## config.mk

```make
export PLATFORM = sky130hd
export DESIGN_NAME = touch_adc_serial_sequencer
export DESIGN_NICKNAME = d
export VERILOG_FILES = /design/src/common/touch_adc_pkg.sv /design/src/logic/sar_result_shifter.sv /design/src/logic/touch_adc_serial_sequencer.sv
export SDC_FILE = /design/constraint.sdc
export NUM_CORES = 1
export LEC_CHECK = 0
export ABC_AREA = 1
export BUFFER_PORTS_ARGS = -buffer_cell sky130_fd_sc_hd__buf_4
export CAP_MARGIN = 10
export CORE_MARGIN = 2
export CORE_UTILIZATION = 50
export DETAILED_ROUTE_END_ITERATION = 6
export PLACE_DENSITY = 0.76
export REMOVE_ABC_BUFFERS = 1
export SYNTH_ARGS = -nofsm -noshare
export SYNTH_HDL_FRONTEND = slang
export SYNTH_SLANG_ARGS = --single-unit
```

## constraint.sdc

```tcl
create_clock -name sys_clk -period 1.4 [get_ports sys_clk]
set_input_delay 0.07 -clock sys_clk [delete_from_list [all_inputs] [get_ports sys_clk]]
set_output_delay 0.07 -clock sys_clk [all_outputs]
set_load 0.005 [all_outputs]
```

## src/common/touch_adc_pkg.sv

```systemverilog
// Shared constants and carrier types for the touch converter serial sequencer.
// Assumes the sequencer and its result shifter are compiled after this package.
package touch_adc_pkg;

    // ------------------------------------------------------------------
    // Control word layout
    // ------------------------------------------------------------------
    localparam int CTRL_W = 8;
    localparam int CTRL_MSB = 7;
    localparam logic [2:0] CNT_W_ZERO = 3'h0;
    localparam logic [2:0] CNT_FIRST = 3'h1;
    localparam logic [2:0] CNT_ACQ_START = 3'h4;
    localparam logic [2:0] CNT_REF_BIT = 3'h5;
    localparam logic [2:0] CNT_LAST = 3'h7;

    // ------------------------------------------------------------------
    // Decodes
    // ------------------------------------------------------------------
    localparam logic [2:0] CHAN_Y_DRIVE = 3'h1;
    localparam logic [2:0] CHAN_X_DRIVE = 3'h5;
    localparam logic [1:0] PD_ALWAYS_ON = 2'h3;
    localparam logic [1:0] PD_RESET = 2'h0;
    localparam int RES_BITS_12 = 12;
    localparam int RES_BITS_8 = 8;
    localparam int ACQ_CLOCKS = 3;
    localparam int FRAME_CLOCKS = 24;

    typedef struct packed {
        logic start;
        logic [2:0] channelSelectField;
        logic mode8;
        logic refSelectSingleEnded;
        logic [1:0] powerMgmtField;
    } ctrl_word_t;

    localparam ctrl_word_t CTRL_RESET = '0;

    typedef enum logic [1:0] {
        RX_HUNT = 2'h0,
        RX_ADDR = 2'h1,
        RX_ACQ = 2'h3
    } rx_state_t;

    typedef enum logic [1:0] {
        CV_IDLE = 2'h0,
        CV_ARMED = 2'h1,
        CV_BUSY = 2'h3,
        CV_SHIFT = 2'h2
    } cv_state_t;

    typedef struct packed {
        logic csN;
        logic convSerialClock;
        logic din;
    } serial_in_t;

    typedef struct packed {
        logic dout;
        logic doutOe;
        logic busy;
        logic busyOe;
    } serial_out_t;

    typedef struct packed {
        logic xDriveOn;
        logic yDriveOn;
        logic yMinusOn;
        logic refPowerOn;
        logic adcPowerOn;
        logic trackHold;
    } panel_ctrl_t;

endpackage

```

## src/logic/sar_result_shifter.sv

```systemverilog
// Result shift register that presents one conversion bit per falling clock edge.
// Assumes load, shift and clear come from logic on sys_clk.
`timescale 1ns/100ps
module sar_result_shifter #(
    parameter int WIDTH = 12
) (
    input wire logic sys_clk,
    input wire logic srst,
    input wire logic clear,
    input wire logic load,
    input wire logic mode8,
    input wire logic [WIDTH-1:0] code,
    input wire logic shift,
    output logic bitOut,
    output logic lastBit
);
    import touch_adc_pkg::*;

    localparam int CNT_W = $clog2(WIDTH + 1);

    if (WIDTH < RES_BITS_8 || WIDTH > 16) begin : g_check
        $error("sar_result_shifter WIDTH must be 8 to 16");
    end

    typedef struct packed {
        logic [WIDTH-1:0] sr;
        logic [CNT_W-1:0] cnt;
        logic bitOut;
    } sh_state_t;

    sh_state_t q;
    sh_state_t n;

    always_comb begin
        n = q;
        if (clear) begin
            n = '0;
        end else if (load) begin
            if (mode8) begin
                n.sr = {code[WIDTH-1 -: RES_BITS_8], {(WIDTH - RES_BITS_8){1'b0}}};
                n.cnt = CNT_W'(RES_BITS_8);
            end else begin
                n.sr = code;
                n.cnt = CNT_W'(WIDTH);
            end
        end else if (shift) begin
            // Once the count runs out only zeros follow.
            n.bitOut = (q.cnt != '0) ? q.sr[WIDTH-1] : 1'b0;
            n.sr = {q.sr[WIDTH-2:0], 1'b0};
            n.cnt = (q.cnt != '0) ? q.cnt - CNT_W'(1) : '0;
        end
    end

    always_ff @(posedge sys_clk) begin
        if (srst) begin
            q <= '0;
        end else begin
            q <= n;
        end
    end

    assign bitOut = q.bitOut;
    assign lastBit = (q.cnt == CNT_W'(1));
endmodule

```

## src/logic/touch_adc_serial_sequencer.sv

```systemverilog
// Serial control and conversion sequencer of the touch converter.
// Assumes the host drives chip select, serial clock and data; sampleCode and
// penDetect come from the analog side on sys_clk.
`timescale 1ns/100ps
module touch_adc_serial_sequencer #(
    parameter int RESULT_W = 12
) (
    input wire logic sys_clk,
    input wire logic srst,
    input touch_adc_pkg::serial_in_t pins,
    input wire logic [RESULT_W-1:0] sampleCode,
    input wire logic penDetect,
    output touch_adc_pkg::serial_out_t pinsOut,
    output touch_adc_pkg::panel_ctrl_t panel,
    output touch_adc_pkg::ctrl_word_t ctrlWord,
    output logic penTouchInterruptN
);
    import touch_adc_pkg::*;

    if (RESULT_W != RES_BITS_12) begin : g_check
        $error("touch_adc_serial_sequencer supports a 12-bit result only");
    end

    // ------------------------------------------------------------------
    // State
    // ------------------------------------------------------------------
    typedef struct packed {
        logic [1:0] csS;
        logic [1:0] sclkS;
        logic [1:0] dinS;
        logic [1:0] penS;
        logic sclkPrev;
        logic frame;
        rx_state_t rx;
        logic [2:0] rxCnt;
        ctrl_word_t ctrl;
        logic [1:0] pdAct;
        logic acqSer;
        cv_state_t cv;
        logic busy;
        logic hold;
        logic drvX;
        logic drvY;
        logic yMinus;
        logic adcOn;
        logic penIrqN;
    } seq_state_t;

    localparam seq_state_t SEQ_RESET = '{
        csS: 2'h3,
        sclkS: 2'h0,
        dinS: 2'h0,
        penS: 2'h0,
        sclkPrev: 1'b0,
        frame: 1'b0,
        rx: RX_HUNT,
        rxCnt: CNT_W_ZERO,
        ctrl: CTRL_RESET,
        pdAct: PD_RESET,
        acqSer: 1'b0,
        cv: CV_IDLE,
        busy: 1'b0,
        hold: 1'b0,
        drvX: 1'b0,
        drvY: 1'b0,
        yMinus: 1'b0,
        adcOn: 1'b0,
        penIrqN: 1'b1
    };

    seq_state_t q;
    seq_state_t n;

    logic rise;
    logic fall;
    logic csLow;
    logic shLoad;
    logic shShift;
    logic shClear;
    logic shBit;
    logic shLast;

    // ------------------------------------------------------------------
    // Next state
    // ------------------------------------------------------------------
    always_comb begin
        logic [CTRL_W-1:0] bits;
        logic [2:0] pos;
        bits = q.ctrl;
        pos = CNT_W_ZERO;
        n = q;
        shLoad = 1'b0;
        shShift = 1'b0;
        shClear = 1'b0;

        // Pins cross into sys_clk through two flops; edges use the second only.
        n.csS = {q.csS[0], pins.csN};
        n.sclkS = {q.sclkS[0], pins.convSerialClock};
        n.dinS = {q.dinS[0], pins.din};
        n.penS = {q.penS[0], penDetect};
        n.sclkPrev = q.sclkS[1];
        rise = q.sclkS[1] & ~q.sclkPrev;
        fall = ~q.sclkS[1] & q.sclkPrev;
        csLow = ~q.csS[1];
        n.frame = csLow;

        if (!csLow) begin
            // Leaving the frame aborts any conversion and opens the drivers.
            n.rx = RX_HUNT;
            n.rxCnt = CNT_W_ZERO;
            n.cv = CV_IDLE;
            n.busy = 1'b0;
            n.hold = 1'b0;
            n.drvX = 1'b0;
            n.drvY = 1'b0;
            shClear = 1'b1;
        end else if (rise) begin
            // Edges are counted, not timed, so bursts with pauses work.
            pos = 3'(CTRL_MSB) - q.rxCnt;
            case (q.rx)
                RX_HUNT: begin
                    if (q.dinS[1]) begin
                        bits[CTRL_MSB] = 1'b1;
                        n.ctrl = ctrl_word_t'(bits);
                        n.rxCnt = CNT_FIRST;
                        n.rx = RX_ADDR;
                    end
                end
                RX_ADDR: begin
                    bits[pos] = q.dinS[1];
                    n.ctrl = ctrl_word_t'(bits);
                    n.rxCnt = q.rxCnt + CNT_FIRST;
                    if (q.rxCnt == CNT_ACQ_START) begin
                        // Channel bits are settled: start acquiring.
                        n.rx = RX_ACQ;
                        // Fresh decode drops drivers held from an older word.
                        n.drvY = (q.ctrl.channelSelectField == CHAN_Y_DRIVE);
                        n.drvX = (q.ctrl.channelSelectField == CHAN_X_DRIVE);
                        n.yMinus = 1'b0;
                    end
                end
                RX_ACQ: begin
                    bits[pos] = q.dinS[1];
                    n.ctrl = ctrl_word_t'(bits);
                    n.rxCnt = q.rxCnt + CNT_FIRST;
                    if (q.rxCnt == CNT_REF_BIT) begin
                        n.acqSer = q.dinS[1];
                    end
                    if (q.rxCnt == CNT_LAST) begin
                        // Power bits only apply once the word is whole.
                        n.pdAct = {q.ctrl.powerMgmtField[1], q.dinS[1]};
                        n.rx = RX_HUNT;
                        n.rxCnt = CNT_W_ZERO;
                        // An overlapped word restarts the converter.
                        n.cv = CV_ARMED;
                    end
                end
                default: begin
                    n.rx = RX_HUNT;
                    n.rxCnt = CNT_W_ZERO;
                end
            endcase
        end else if (fall) begin
            shShift = 1'b1;
            case (q.cv)
                CV_IDLE: begin
                end
                CV_ARMED: begin
                    // Sample is held and busy rises on this edge.
                    shLoad = 1'b1;
                    n.busy = 1'b1;
                    n.hold = 1'b1;
                    n.cv = CV_BUSY;
                    if (q.acqSer) begin
                        n.drvX = 1'b0;
                        n.drvY = 1'b0;
                    end
                end
                CV_BUSY, CV_SHIFT: begin
                    // Drivers left on here for a differential reference.
                    n.busy = 1'b0;
                    n.cv = CV_SHIFT;
                    if (shLast) begin
                        // Count ends after 12 or 8 bits.
                        n.cv = CV_IDLE;
                        n.hold = 1'b0;
                        if (q.pdAct != PD_ALWAYS_ON) begin
                            n.yMinus = 1'b1;
                            n.drvX = 1'b0;
                            n.drvY = 1'b0;
                        end
                    end
                end
                default: begin
                    n.cv = CV_IDLE;
                end
            endcase
        end

        // A pending conversion keeps the converter up across host pauses.
        n.adcOn = q.pdAct[0] | (q.cv != CV_IDLE) | (q.rx == RX_ACQ) | (n.cv != CV_IDLE);
        n.penIrqN = ~(q.penS[1] & (q.pdAct != PD_ALWAYS_ON));
    end

    always_ff @(posedge sys_clk) begin
        if (srst) begin
            q <= SEQ_RESET;
        end else begin
            q <= n;
        end
    end

    // ------------------------------------------------------------------
    // Result shifter
    // ------------------------------------------------------------------
    sar_result_shifter #(
        .WIDTH(RESULT_W)
    ) u_shifter (
        .sys_clk(sys_clk),
        .srst(srst),
        .clear(shClear),
        .load(shLoad),
        .mode8(q.ctrl.mode8),
        .code(sampleCode),
        .shift(shShift),
        .bitOut(shBit),
        .lastBit(shLast)
    );

    // ------------------------------------------------------------------
    // Outputs
    // ------------------------------------------------------------------
    // Enables follow the synchronised select, so they lag the pin by three cycles.
    assign pinsOut.dout = shBit;
    assign pinsOut.doutOe = q.frame;
    assign pinsOut.busy = q.busy;
    assign pinsOut.busyOe = q.frame;
    assign panel.xDriveOn = q.drvX;
    assign panel.yDriveOn = q.drvY;
    assign panel.yMinusOn = q.yMinus;
    assign panel.refPowerOn = q.pdAct[1];
    assign panel.adcPowerOn = q.adcOn;
    assign panel.trackHold = q.hold;
    assign ctrlWord = q.ctrl;
    assign penTouchInterruptN = q.penIrqN;
endmodule

```

======== Yosys cells after proc, flatten, opt, wreduce, memory -nomap -nowiden ========
Cells that the tools add are included.
operators by class
  reduce and logical (&&, ||, !) cells .... 28
  multiply operators ...................... 0
  equality and inequality tests ........... 21
  order comparisons ....................... 2
  add/subtract/negate cells ............... 3
  shifts and indexed selects .............. 0
  mux-type cells .......................... 36
  divide/modulo/power cells ............... 0
  bitwise gates (word level) .............. 13
operators by type and width
  cell                                           count
  AND reduction 4 bit                            6
  nonzero test 2 bit                             9
  2-to-1 mux 17 bit                              1
  2-to-1 mux 16 bit                              1
  one-hot mux 8 bit (2 select lines)             1
  one-hot mux 5 bit (3 select lines)             1
  2-to-1 mux 2 bit                               7
  AND reduction 7 bit                            2
  2-to-1 mux 13 bit                              1
  equality test 3 bit (second input constant)    4
  2-to-1 mux 3 bit                               4
  one-hot mux 6 bit (2 select lines)             1
  2-to-1 mux 1 bit                               11
  inequality test 2 bit (second input constant)  5
  inequality test 3 bit (second input constant)  3
  bitwise mux 8 bit                              1
  2-to-1 mux 4 bit                               2
  2-to-1 mux 8 bit                               1
  OR reduction 2 bit                             4
  2-to-1 mux 7 bit                               1
  inverter 1 bit                                 7
  equality test 2 bit (second input constant)    3
  2-to-1 mux 6 bit                               1
  2-to-1 mux 5 bit                               1
  18 further kinds                               25
storage, ports and cells
  register bits ........................... 52
  input bits .............................. 18
  memory bits (read-only) ................. 0
  memories ................................ 0
  memory bits (writable) .................. 0
  latch bits .............................. 0
  word-level logic and storage cells ...... 129

======== Longest topological paths before layout ========
Gate-level depths: netlist of run 1.
  depth after elaboration ................. 9
  depth in mapped cells ................... 12

======== Hierarchy ========
From an unflattened synthesis of run 1, not the netlist that was laid out.
second synthesis, totals
  cells, all modules ...................... 358
  area, all modules ....................... 2552.4 µm²
modules (own cells, without submodules)
  module                      instances  area each (µm²)  sequential area each (µm²)  cells each
  touch_adc_serial_sequencer  1          1744.2           700.7                       239
  sar_result_shifter          1          808.3            340.3                       119

======== Least setup slack after synthesis of run 1 ========
Ideal clock, no wire load.
  kind .................................... register to register
  start ................................... register q[26] (netlist name)
  end ..................................... register u_shifter.q[12] (netlist name)
  arrival time ............................ 1361 ps
  cell stages (with the launch flop) ...... 13
  buffers on the path ..................... 2
  setup slack ............................. -70 ps
  clock period less this slack ............ 1470 ps
  setup time .............................. 109 ps
  data required time ...................... 1291 ps
  cell sequence ........................... dfxtp_1 inv_1 ha_1 buf_6 inv_4 nand2_2 nor2_4 nor2_8 buf_6 nand2_1 nand3_1 nand2_1 inv_1
on the way
  longest elaborated chain between the ends .. 5
  elaborated cells on any way between the ends .. 11
  those cells by class .................... 7 x mux; 3 x bitwise; 1 x reduce/logical
ends and longest elaborated chain
  item                                                     line                                                                  text
  start: declaration                                       touch_adc_serial_sequencer.sv:71                                      seq_state_t q;
  start signal: assignment                                 touch_adc_serial_sequencer.sv:209                                     q <= n;
  bitwise AND 1 bit or inverter 1 bit (tied branches)      touch_adc_serial_sequencer.sv:103, touch_adc_serial_sequencer.sv:102
  2-to-1 mux 1 bit or bitwise AND 1 bit (tied branches)    touch_adc_serial_sequencer.sv:163, touch_adc_serial_sequencer.sv:102
  2-to-1 mux 1 bit                                         touch_adc_serial_sequencer.sv:117                                     end else if (rise) begin
  2-to-1 mux 1 bit                                         touch_adc_serial_sequencer.sv:107                                     if (!csLow) begin
  2-to-1 mux 16 bit or nonzero test 2 bit (tied branches)  n/a
  end signal: assignment                                   sar_result_shifter.sv:58                                              q <= n;
  end: declaration                                         sar_result_shifter.sv:31                                              sh_state_t q;
Parallel ways exist; a longest one is shown, timed or not.
A chain may end at the register's enable or synchronous reset.

======== Worst setup path after layout of run 1 ========
  start ................................... register q, in the netlist n[26]
  end ..................................... register u_shifter.q[5] (netlist name)
on the way
  longest elaborated chain between the ends .. 6
  elaborated cells on any way between the ends .. 11
  those cells by class .................... 7 x mux; 3 x bitwise; 1 x reduce/logical
ends and longest elaborated chain
  item                                                     line                               text
  inverter 1 bit                                           touch_adc_serial_sequencer.sv:103  fall = ~q.sclkS[1] & q.sclkPrev;
  bitwise AND 1 bit                                        touch_adc_serial_sequencer.sv:103
  2-to-1 mux 1 bit                                         touch_adc_serial_sequencer.sv:163  end else if (fall) begin
  2-to-1 mux 1 bit                                         touch_adc_serial_sequencer.sv:117
  2-to-1 mux 1 bit                                         touch_adc_serial_sequencer.sv:107
  2-to-1 mux 16 bit or nonzero test 2 bit (tied branches)  n/a
Parallel ways exist; a longest one is shown, timed or not.

==> metrics.txt, run 1 <==
Initial Utilization 52.71%; status finished, violations left; Lkg Pwr 1.467 nW; Fin. Hold Viols 0; worst clock skew 10.91 ps; # setup viols final 8; Tightest Pin Transition 441.6 ps; Required @ worst endpoint 1650 ps; Clock Latency Late Sink 310 ps; Power Density 770.9 mW/mm^2; DR iter-0 viols 189; hpwl dp 3.786 mm; Post-synth top cells 77 x nand2_1, 52 x dfxtp_1, 41 x inv_1, 35 x nor2_1, 27 x nand3_1; Max clock buf depth 2; Max FO, Critical Path 4; TritonCTS buffer count 5; WL final 5.655 mm; startpoint types flip-flop; top-area cell type share of the netlist area 41.27%; max_slew headroom 70.52%; CP max stage cell dfxtp_4; Worst path max stage delay 370 ps; #FFs+latches synth 52; antenna-violating nets left 0; die width 75.03 um; I/O pins 37; Yosys warning total 0; CP arrival 1710 ps; MaxCap Viol Count 0; number of global-route vias before repair 1921; worst path cell trace inv_2, ha_4, inv_2, nor2_4, nand3_4, nor3_1, nand2_1, a21oi_1; Post-Syn Area 0.002522 sq mm; sequential cell area fraction in the yosys report 41.27%; post-route cell area 0.003208 sq mm; via count 2271; period utilisation layout 103.9%; initial antenna violation count 0; Core Util, Final 67.03%; Total GRT Usage 20.43%; Via density 4.916; Most common cell on crit path inv_2; most frequent cell after synthesis nand2_1; top cells by area, synth dfxtp_1 41%, nand2_1 11%, inv_1 6.1%; Port Buf Inserts 36; root buffer cell clkbuf_8; count of pins over their slew limit 0; # rows 25; area post-placement 0.002809 sq mm; Layout area overhead 27.18%; nets 419; number of enable flip-flop cells after synthesis 0; fraction of registers with async set/reset 0%; drt wl/cell 12.24 um; Pre-antenna DRT Iters 4; GP Congestion 0.9057; DR DRC count 0; GRT overflow 0; die area 0.005629 sq mm; share of cells above drive strength 1 31.90%; CTS H-tree depth 2; Peak VDD IR 0.0004332 V; Max Clk Rate 687.3 MHz; R2R setup slack -60 ps; hold_ws 12.59 ps; Final WS setup -55.01 ps; Distinct cells, synth 28; TritonCTS clock tree built; Setup Crit Path Kind reg -> reg; failing checks negative setup slack; Syn Area/Cell 7.269 sq um; Crit. End Element flip-flop; RSZ-0062 raised after global routing true; Final Critical Period 1455 ps; Reg clk slew, reported paths 90 ps; Post-Synthesis Cells 347; pin count of the biggest net entering global routing 18; Synth area leader dfxtp_1; final antenna diode count 0; main flop type after synthesis dfxtp_1; core area 0.004786 sq mm; worst hold path type in -> reg; first-pass GRT wire length 8.652 mm; DIE HEIGHT 75.03 um; overall power 2.473 mW; CTS sink count 52
-- layer usage --
layer / wire length [um] / track usage [%] / vias to the layer above / share of wire (%)
met5: 0 / 0 / - / 0
met4: 88 / 7.143 / 0 / 1.6
met3: 218 / 4.418 / 9 / 3.9
met2: 2664 / 32.46 / 48 / 47
met1: 2684 / 27.55 / 1039 / 47
li1: - / - / 1175 / -
-- stage by stage --
step | instances | setup slack, ps | setup TNS, ps
after floorplan | 319 | -242.7 | -2428
after global placement | 440 | -80.20 | -241.7
after detailed placement | 440 | -125.5 | -1283
after CTS | 452 | -9.960 | -51.77
after global routing | 462 | -112.3 | -1547
final | 462 | -55.01 | -151.3
-- registers in the layout, indices dropped and copies added (netlist names) --
register / cells
q: 13
pinsOut: 2
n: 5
u_shifter.bitOut: 1
panel: 6
u_shifter.q: 16
penTouchInterruptN: 1
ctrlWord: 8
-- where the power goes --
group / switching [mW] / leakage (nW) / internal [mW]
registers: 0.0101 / 0.424 / 1.49
clock network: 0.481 / 0.0400 / 0.339
logic: 0.0746 / 1.00 / 0.0796
total: 0.566 / 1.47 / 1.91
-- cells by family (layout without fill, tap and decap cells) --
family,count (synthesis),in the layout,share of synthesized area (%)
AOI/OAI and AO/OA,54,54,11.46
adders and majority gates,6,6,2.976
buffers and inverters,74,120,14.98
DFF,52,52,41.27
and+or+nand+nor,161,163,29.32
-- final timing paths --
check | to | start | depth (start not counted)
hold / removal | q[26]$_SDFF_PP0_ | srst | 2
setup reg to reg | u_shifter.q[5]$_SDFFE_PP0P_ | n[26]$_SDFF_PP0_ | 8
hold reg to reg | n[26]$_SDFF_PP0_ | n[32]$_SDFF_PP0_ | 2
setup / recovery | u_shifter.q[5]$_SDFFE_PP0P_ | n[26]$_SDFF_PP0_ | 8
-- timing repair --
item	4_1_cts	5_1_grt
hold endpoints to repair	4	0
hold buffers	4	0
cloned	1	1
setup buffers	0	9
endpoints found under the setup margin	32	33
gates resized for setup	12	49
pin swaps	2	31
-- critical path: cells and delay by family, from the launching register on --
kind                     cells  cell delay (ps)
buffers and inverters        2              130
flip-flops                   1              370
AND/OR/NAND/NOR              4              610
adder cells (fa/ha/maj)      1              160
AO/OA/AOI/OAI                1              130
-- cell usage in the layout (no fill, tap or decap), drive strengths merged --
cell type / Yosys / layout
a21oi: 24 / 24
a221oi: 1 / 1
o21ai: 23 / 23
dfxtp: 52 / 52
clkinvlp: 0 / 1
nand4: 3 / 3
a211oi: 1 / 1
nand3: 28 / 28
nor4: 1 / 1
ha: 6 / 6
or2: 2 / 2
nor3: 3 / 3
inv: 46 / 46
nor2: 43 / 45
o211ai: 1 / 1
nand2: 81 / 81
clkinv: 0 / 1
clkbuf: 3 / 5
buf: 25 / 63
dlygate4sd3: 0 / 4
a31oi: 4 / 4
-- layout make-up --
| type | count | area (sq um) |
|---|---|---|
| Timing Repair Buffer | 67 | 536.8 |
| Sequential cell | 52 | 1054 |
| Multi-Input combinational cell | 223 | 1275 |
| Tap cell | 67 | 83.83 |
| Clock inverter | 2 | 12.51 |
| Inverter | 46 | 177.7 |
| Fill cell | 387 | 1578 |
| Clock buffer | 5 | 68.82 |
Note: power is estimated with default switching activity, not from simulation.
==> inputs of run 2 (changes only) <==
--- a/config.mk
+++ b/config.mk
@@ -8,10 +8,12 @@
 export ABC_AREA = 1
 export BUFFER_PORTS_ARGS = -buffer_cell sky130_fd_sc_hd__buf_4
 export CAP_MARGIN = 10
+export CELL_PAD_IN_SITES_DETAIL_PLACEMENT = 1
+export CELL_PAD_IN_SITES_GLOBAL_PLACEMENT = 2
 export CORE_MARGIN = 2
-export CORE_UTILIZATION = 50
+export CORE_UTILIZATION = 29
 export DETAILED_ROUTE_END_ITERATION = 6
-export PLACE_DENSITY = 0.76
+export PLACE_DENSITY = 0.77
 export REMOVE_ABC_BUFFERS = 1
 export SYNTH_ARGS = -nofsm -noshare
 export SYNTH_HDL_FRONTEND = slang
==> metrics.txt, run 2 (synthesized netlist as in run 1, its figures left out) <==
TritonCTS clock tree built; CTS sink count 52 (unchanged); Max Clk Rate 689.6 MHz (+0.34%); FF-to-FF path depth 11 (+3); CTS H-tree depth 2 (unchanged); final antenna diode count 0 (unchanged); DR DRC count 0 (unchanged); Setup Crit Path Kind reg -> reg; Int Power 2.113 mW (+11%); Hold Startpoint sampleCode[0]; Critical R2R Capture u_shifter.q[6]$_SDFFE_PP0P_; die width 97.27 um (+30%); # setup viols final 15 (+7); Initial Utilization 29.35% (-23 points); Layout area overhead 38.00%; nets 433 (+3.3%); via count 2400 (+5.7%); number of global-route vias before repair 2403 (+25%); TritonCTS buffer count 5 (unchanged); Max FO, Critical Path 4 (unchanged); Lkg Pwr 1.589 nW (+8.3%); CP arrival 1720 ps (about the same); worst clock skew 5.567 ps (-5.339 ps); Pre-antenna DRT Iters 4 (unchanged); # rows 34 (+36%); Reg clk slew, reported paths 90 ps (about the same); core area 0.008593 sq mm (+80%); Peak VDD IR 0.0004504 V (+4.0%); Power Density 778.9 mW/mm^2 (+1.0%); root buffer cell clkbuf_8; R2R setup slack -50 ps (about the same); count of pins over their slew limit 0 (unchanged); Final WS setup -50.06 ps (+4.943 ps); I/O pins 37 (unchanged); period utilisation layout 103.6% (-0.35 points); Worst path max stage delay 350 ps (-20 ps); pre-CTS setup slack -196.1 ps (-70.67 ps); crit path launch q[26]$_SDFF_PP0_; share of cells above drive strength 1 36.83% (+4.9 points); WL final 6.974 mm (+23%); Largest Register u_shifter.q; Clock Latency Late Sink 310 ps (about the same); startpoint types flip-flop; Final Critical Period 1450 ps (-4.943 ps); WP buf/inv 4 (+2); Seq pwr share 55.3% (-5.3 points); DIE HEIGHT 97.27 um (+30%); MaxCap Viol Count 0 (unchanged); drt wl/cell 13.46 um (+10%); antenna-violating nets left 0 (unchanged); post-route cell area 0.003481 sq mm (+8.5%); first-pass GRT wire length 11.52 mm (+33%); status finished, violations left; hpwl dp 4.913 mm (+30%); max_slew headroom 70.17% (-0.35 points); Port Buf Inserts 36 (unchanged); GP Congestion 0.8047 (-11%); Worst setup endpoint u_shifter.q[6]$_SDFFE_PP0P_; GR peak layer met2; leading cell types in the layout, fill and taps excluded 66 x nand2_1, 65 x buf_4, 47 x dfxtp_1; worst reg2reg startpoint q[26]$_SDFF_PP0_; Required @ worst endpoint 1670 ps (+20 ps); Max clock buf depth 2 (unchanged); CP max stage cell dfxtp_2; pin count of the biggest net entering global routing 20 (+2); Tightest Pin Transition 447.0 ps (+5.384 ps); Via density 4.633 (-5.7%); Total GRT Usage 15.13% (-5.3 points); failing checks negative setup slack; worst path cell trace buf_6, ha_4, inv_4, nor2_4, nand3_4, nor2_4, buf_6, nand3_2, nand3_2, nand2_1, inv_1; combinational share of power 6.6% (+0.4 points); Sw Pwr 0.5983 mW (+5.7%); M2 GR Usage 27.51% (-4.9 points); area post-placement 0.002950 sq mm (+5.0%); DR iter-0 viols 51 (-73%); die area 0.009460 sq mm (+68%); cell count along the critical path 11 (+3); met3 Use GR 3.453% (-0.96 points); GRT overflow 0 (unchanged); commonest non-fill, non-tap cell in the layout nand2_1; Crit. End Element flip-flop; Top delay family on crit path simple AND/OR/NAND/NOR gates; sw frac 22.07% (-0.82 points); Clk network pwr share 38.2% (+5.0 points); worst hold path type in -> reg; max FFs per register 16 (unchanged); initial antenna violation count 0 (unchanged); global-route met1 utilization 18.37% (-9.2 points); Fin. Hold Viols 0 (unchanged); RSZ-0062 raised after global routing true
==> run 2: per-layer routing <==
metal | vias up | wire length (um)
met5 | - | 0
met4 | 0 | 79
met3 | 8 | 278
met2 | 43 | 3586
met1 | 1137 | 3030
li1 | 1212 | -
==> run 2: how the worst min path moves through the flow <==
stage                                         to  slack [ps]  cells past startpoint
finish               u_shifter.q[5]$_SDFFE_PP0P_          20                      3
global route        u_shifter.q[12]$_SDFFE_PP0P_          20                      5
global placement                n[34]$_SDFF_PP1_         260                      2
CTS                  u_shifter.q[5]$_SDFFE_PP0P_           7                      3
floorplan                    panel[1]$_SDFF_PP0_         140                      1
detailed placement              n[34]$_SDFF_PP1_         260                      2
==> run 2: worst register-to-register path, delay by kind of cell, from the launching register on <==
| family | cells | cell delay [ps] |
|---|---|---|
| fa+ha+maj | 1 | 170 |
| flops | 1 | 350 |
| buf+inv | 4 | 340 |
| simple gates | 6 | 560 |
==> run 2: cell type report <==
type                       count  area [sq um]
inverter                      46         182.7
clock buffer                   6         72.57
sequential                    52          1052
fill                        1051          5112
tap                          108         135.1
clock inverter                 2         35.03
multi-input combinational    223          1340
timing repair buffer          81         663.1
==> run 2: repair_timing <==
action | 4_1_cts | 5_1_grt
cloned | 2 | 0
endpoints found under the setup margin | 33 | 34
hold buffers | 7 | 0
endpoints found under the hold margin | 7 | 0
pin swaps | 13 | 13
buffers inserted | 7 | 2
resized for setup | 47 | 36
==> run 2: through the flow <==
step	hold slack, ps	power [mW]	instances	util, %	setup TNS, ps
global placement	260.0	1.666	493	34.33	-2549
global route	21.29	2.845	518	40.51	-2233
CTS	7.001	2.743	516	38.99	-419.7
finish	22.23	2.711	518	40.51	-331.1
detailed placement	259.3	1.668	493	34.33	-3901
floorplan	139.4	1.584	319	-	-2428
==> run 2: power by group through the flow <==
stage | sequential [mW] | clock (mW) | combinational (mW)
global route | 1.50 | 1.15 | 0.198
detailed placement | 1.53 | 0 | 0.134
CTS | 1.50 | 1.08 | 0.166
floorplan | 1.53 | 0 | 0.0507
global placement | 1.53 | 0 | 0.132
finish | 1.50 | 1.03 | 0.179
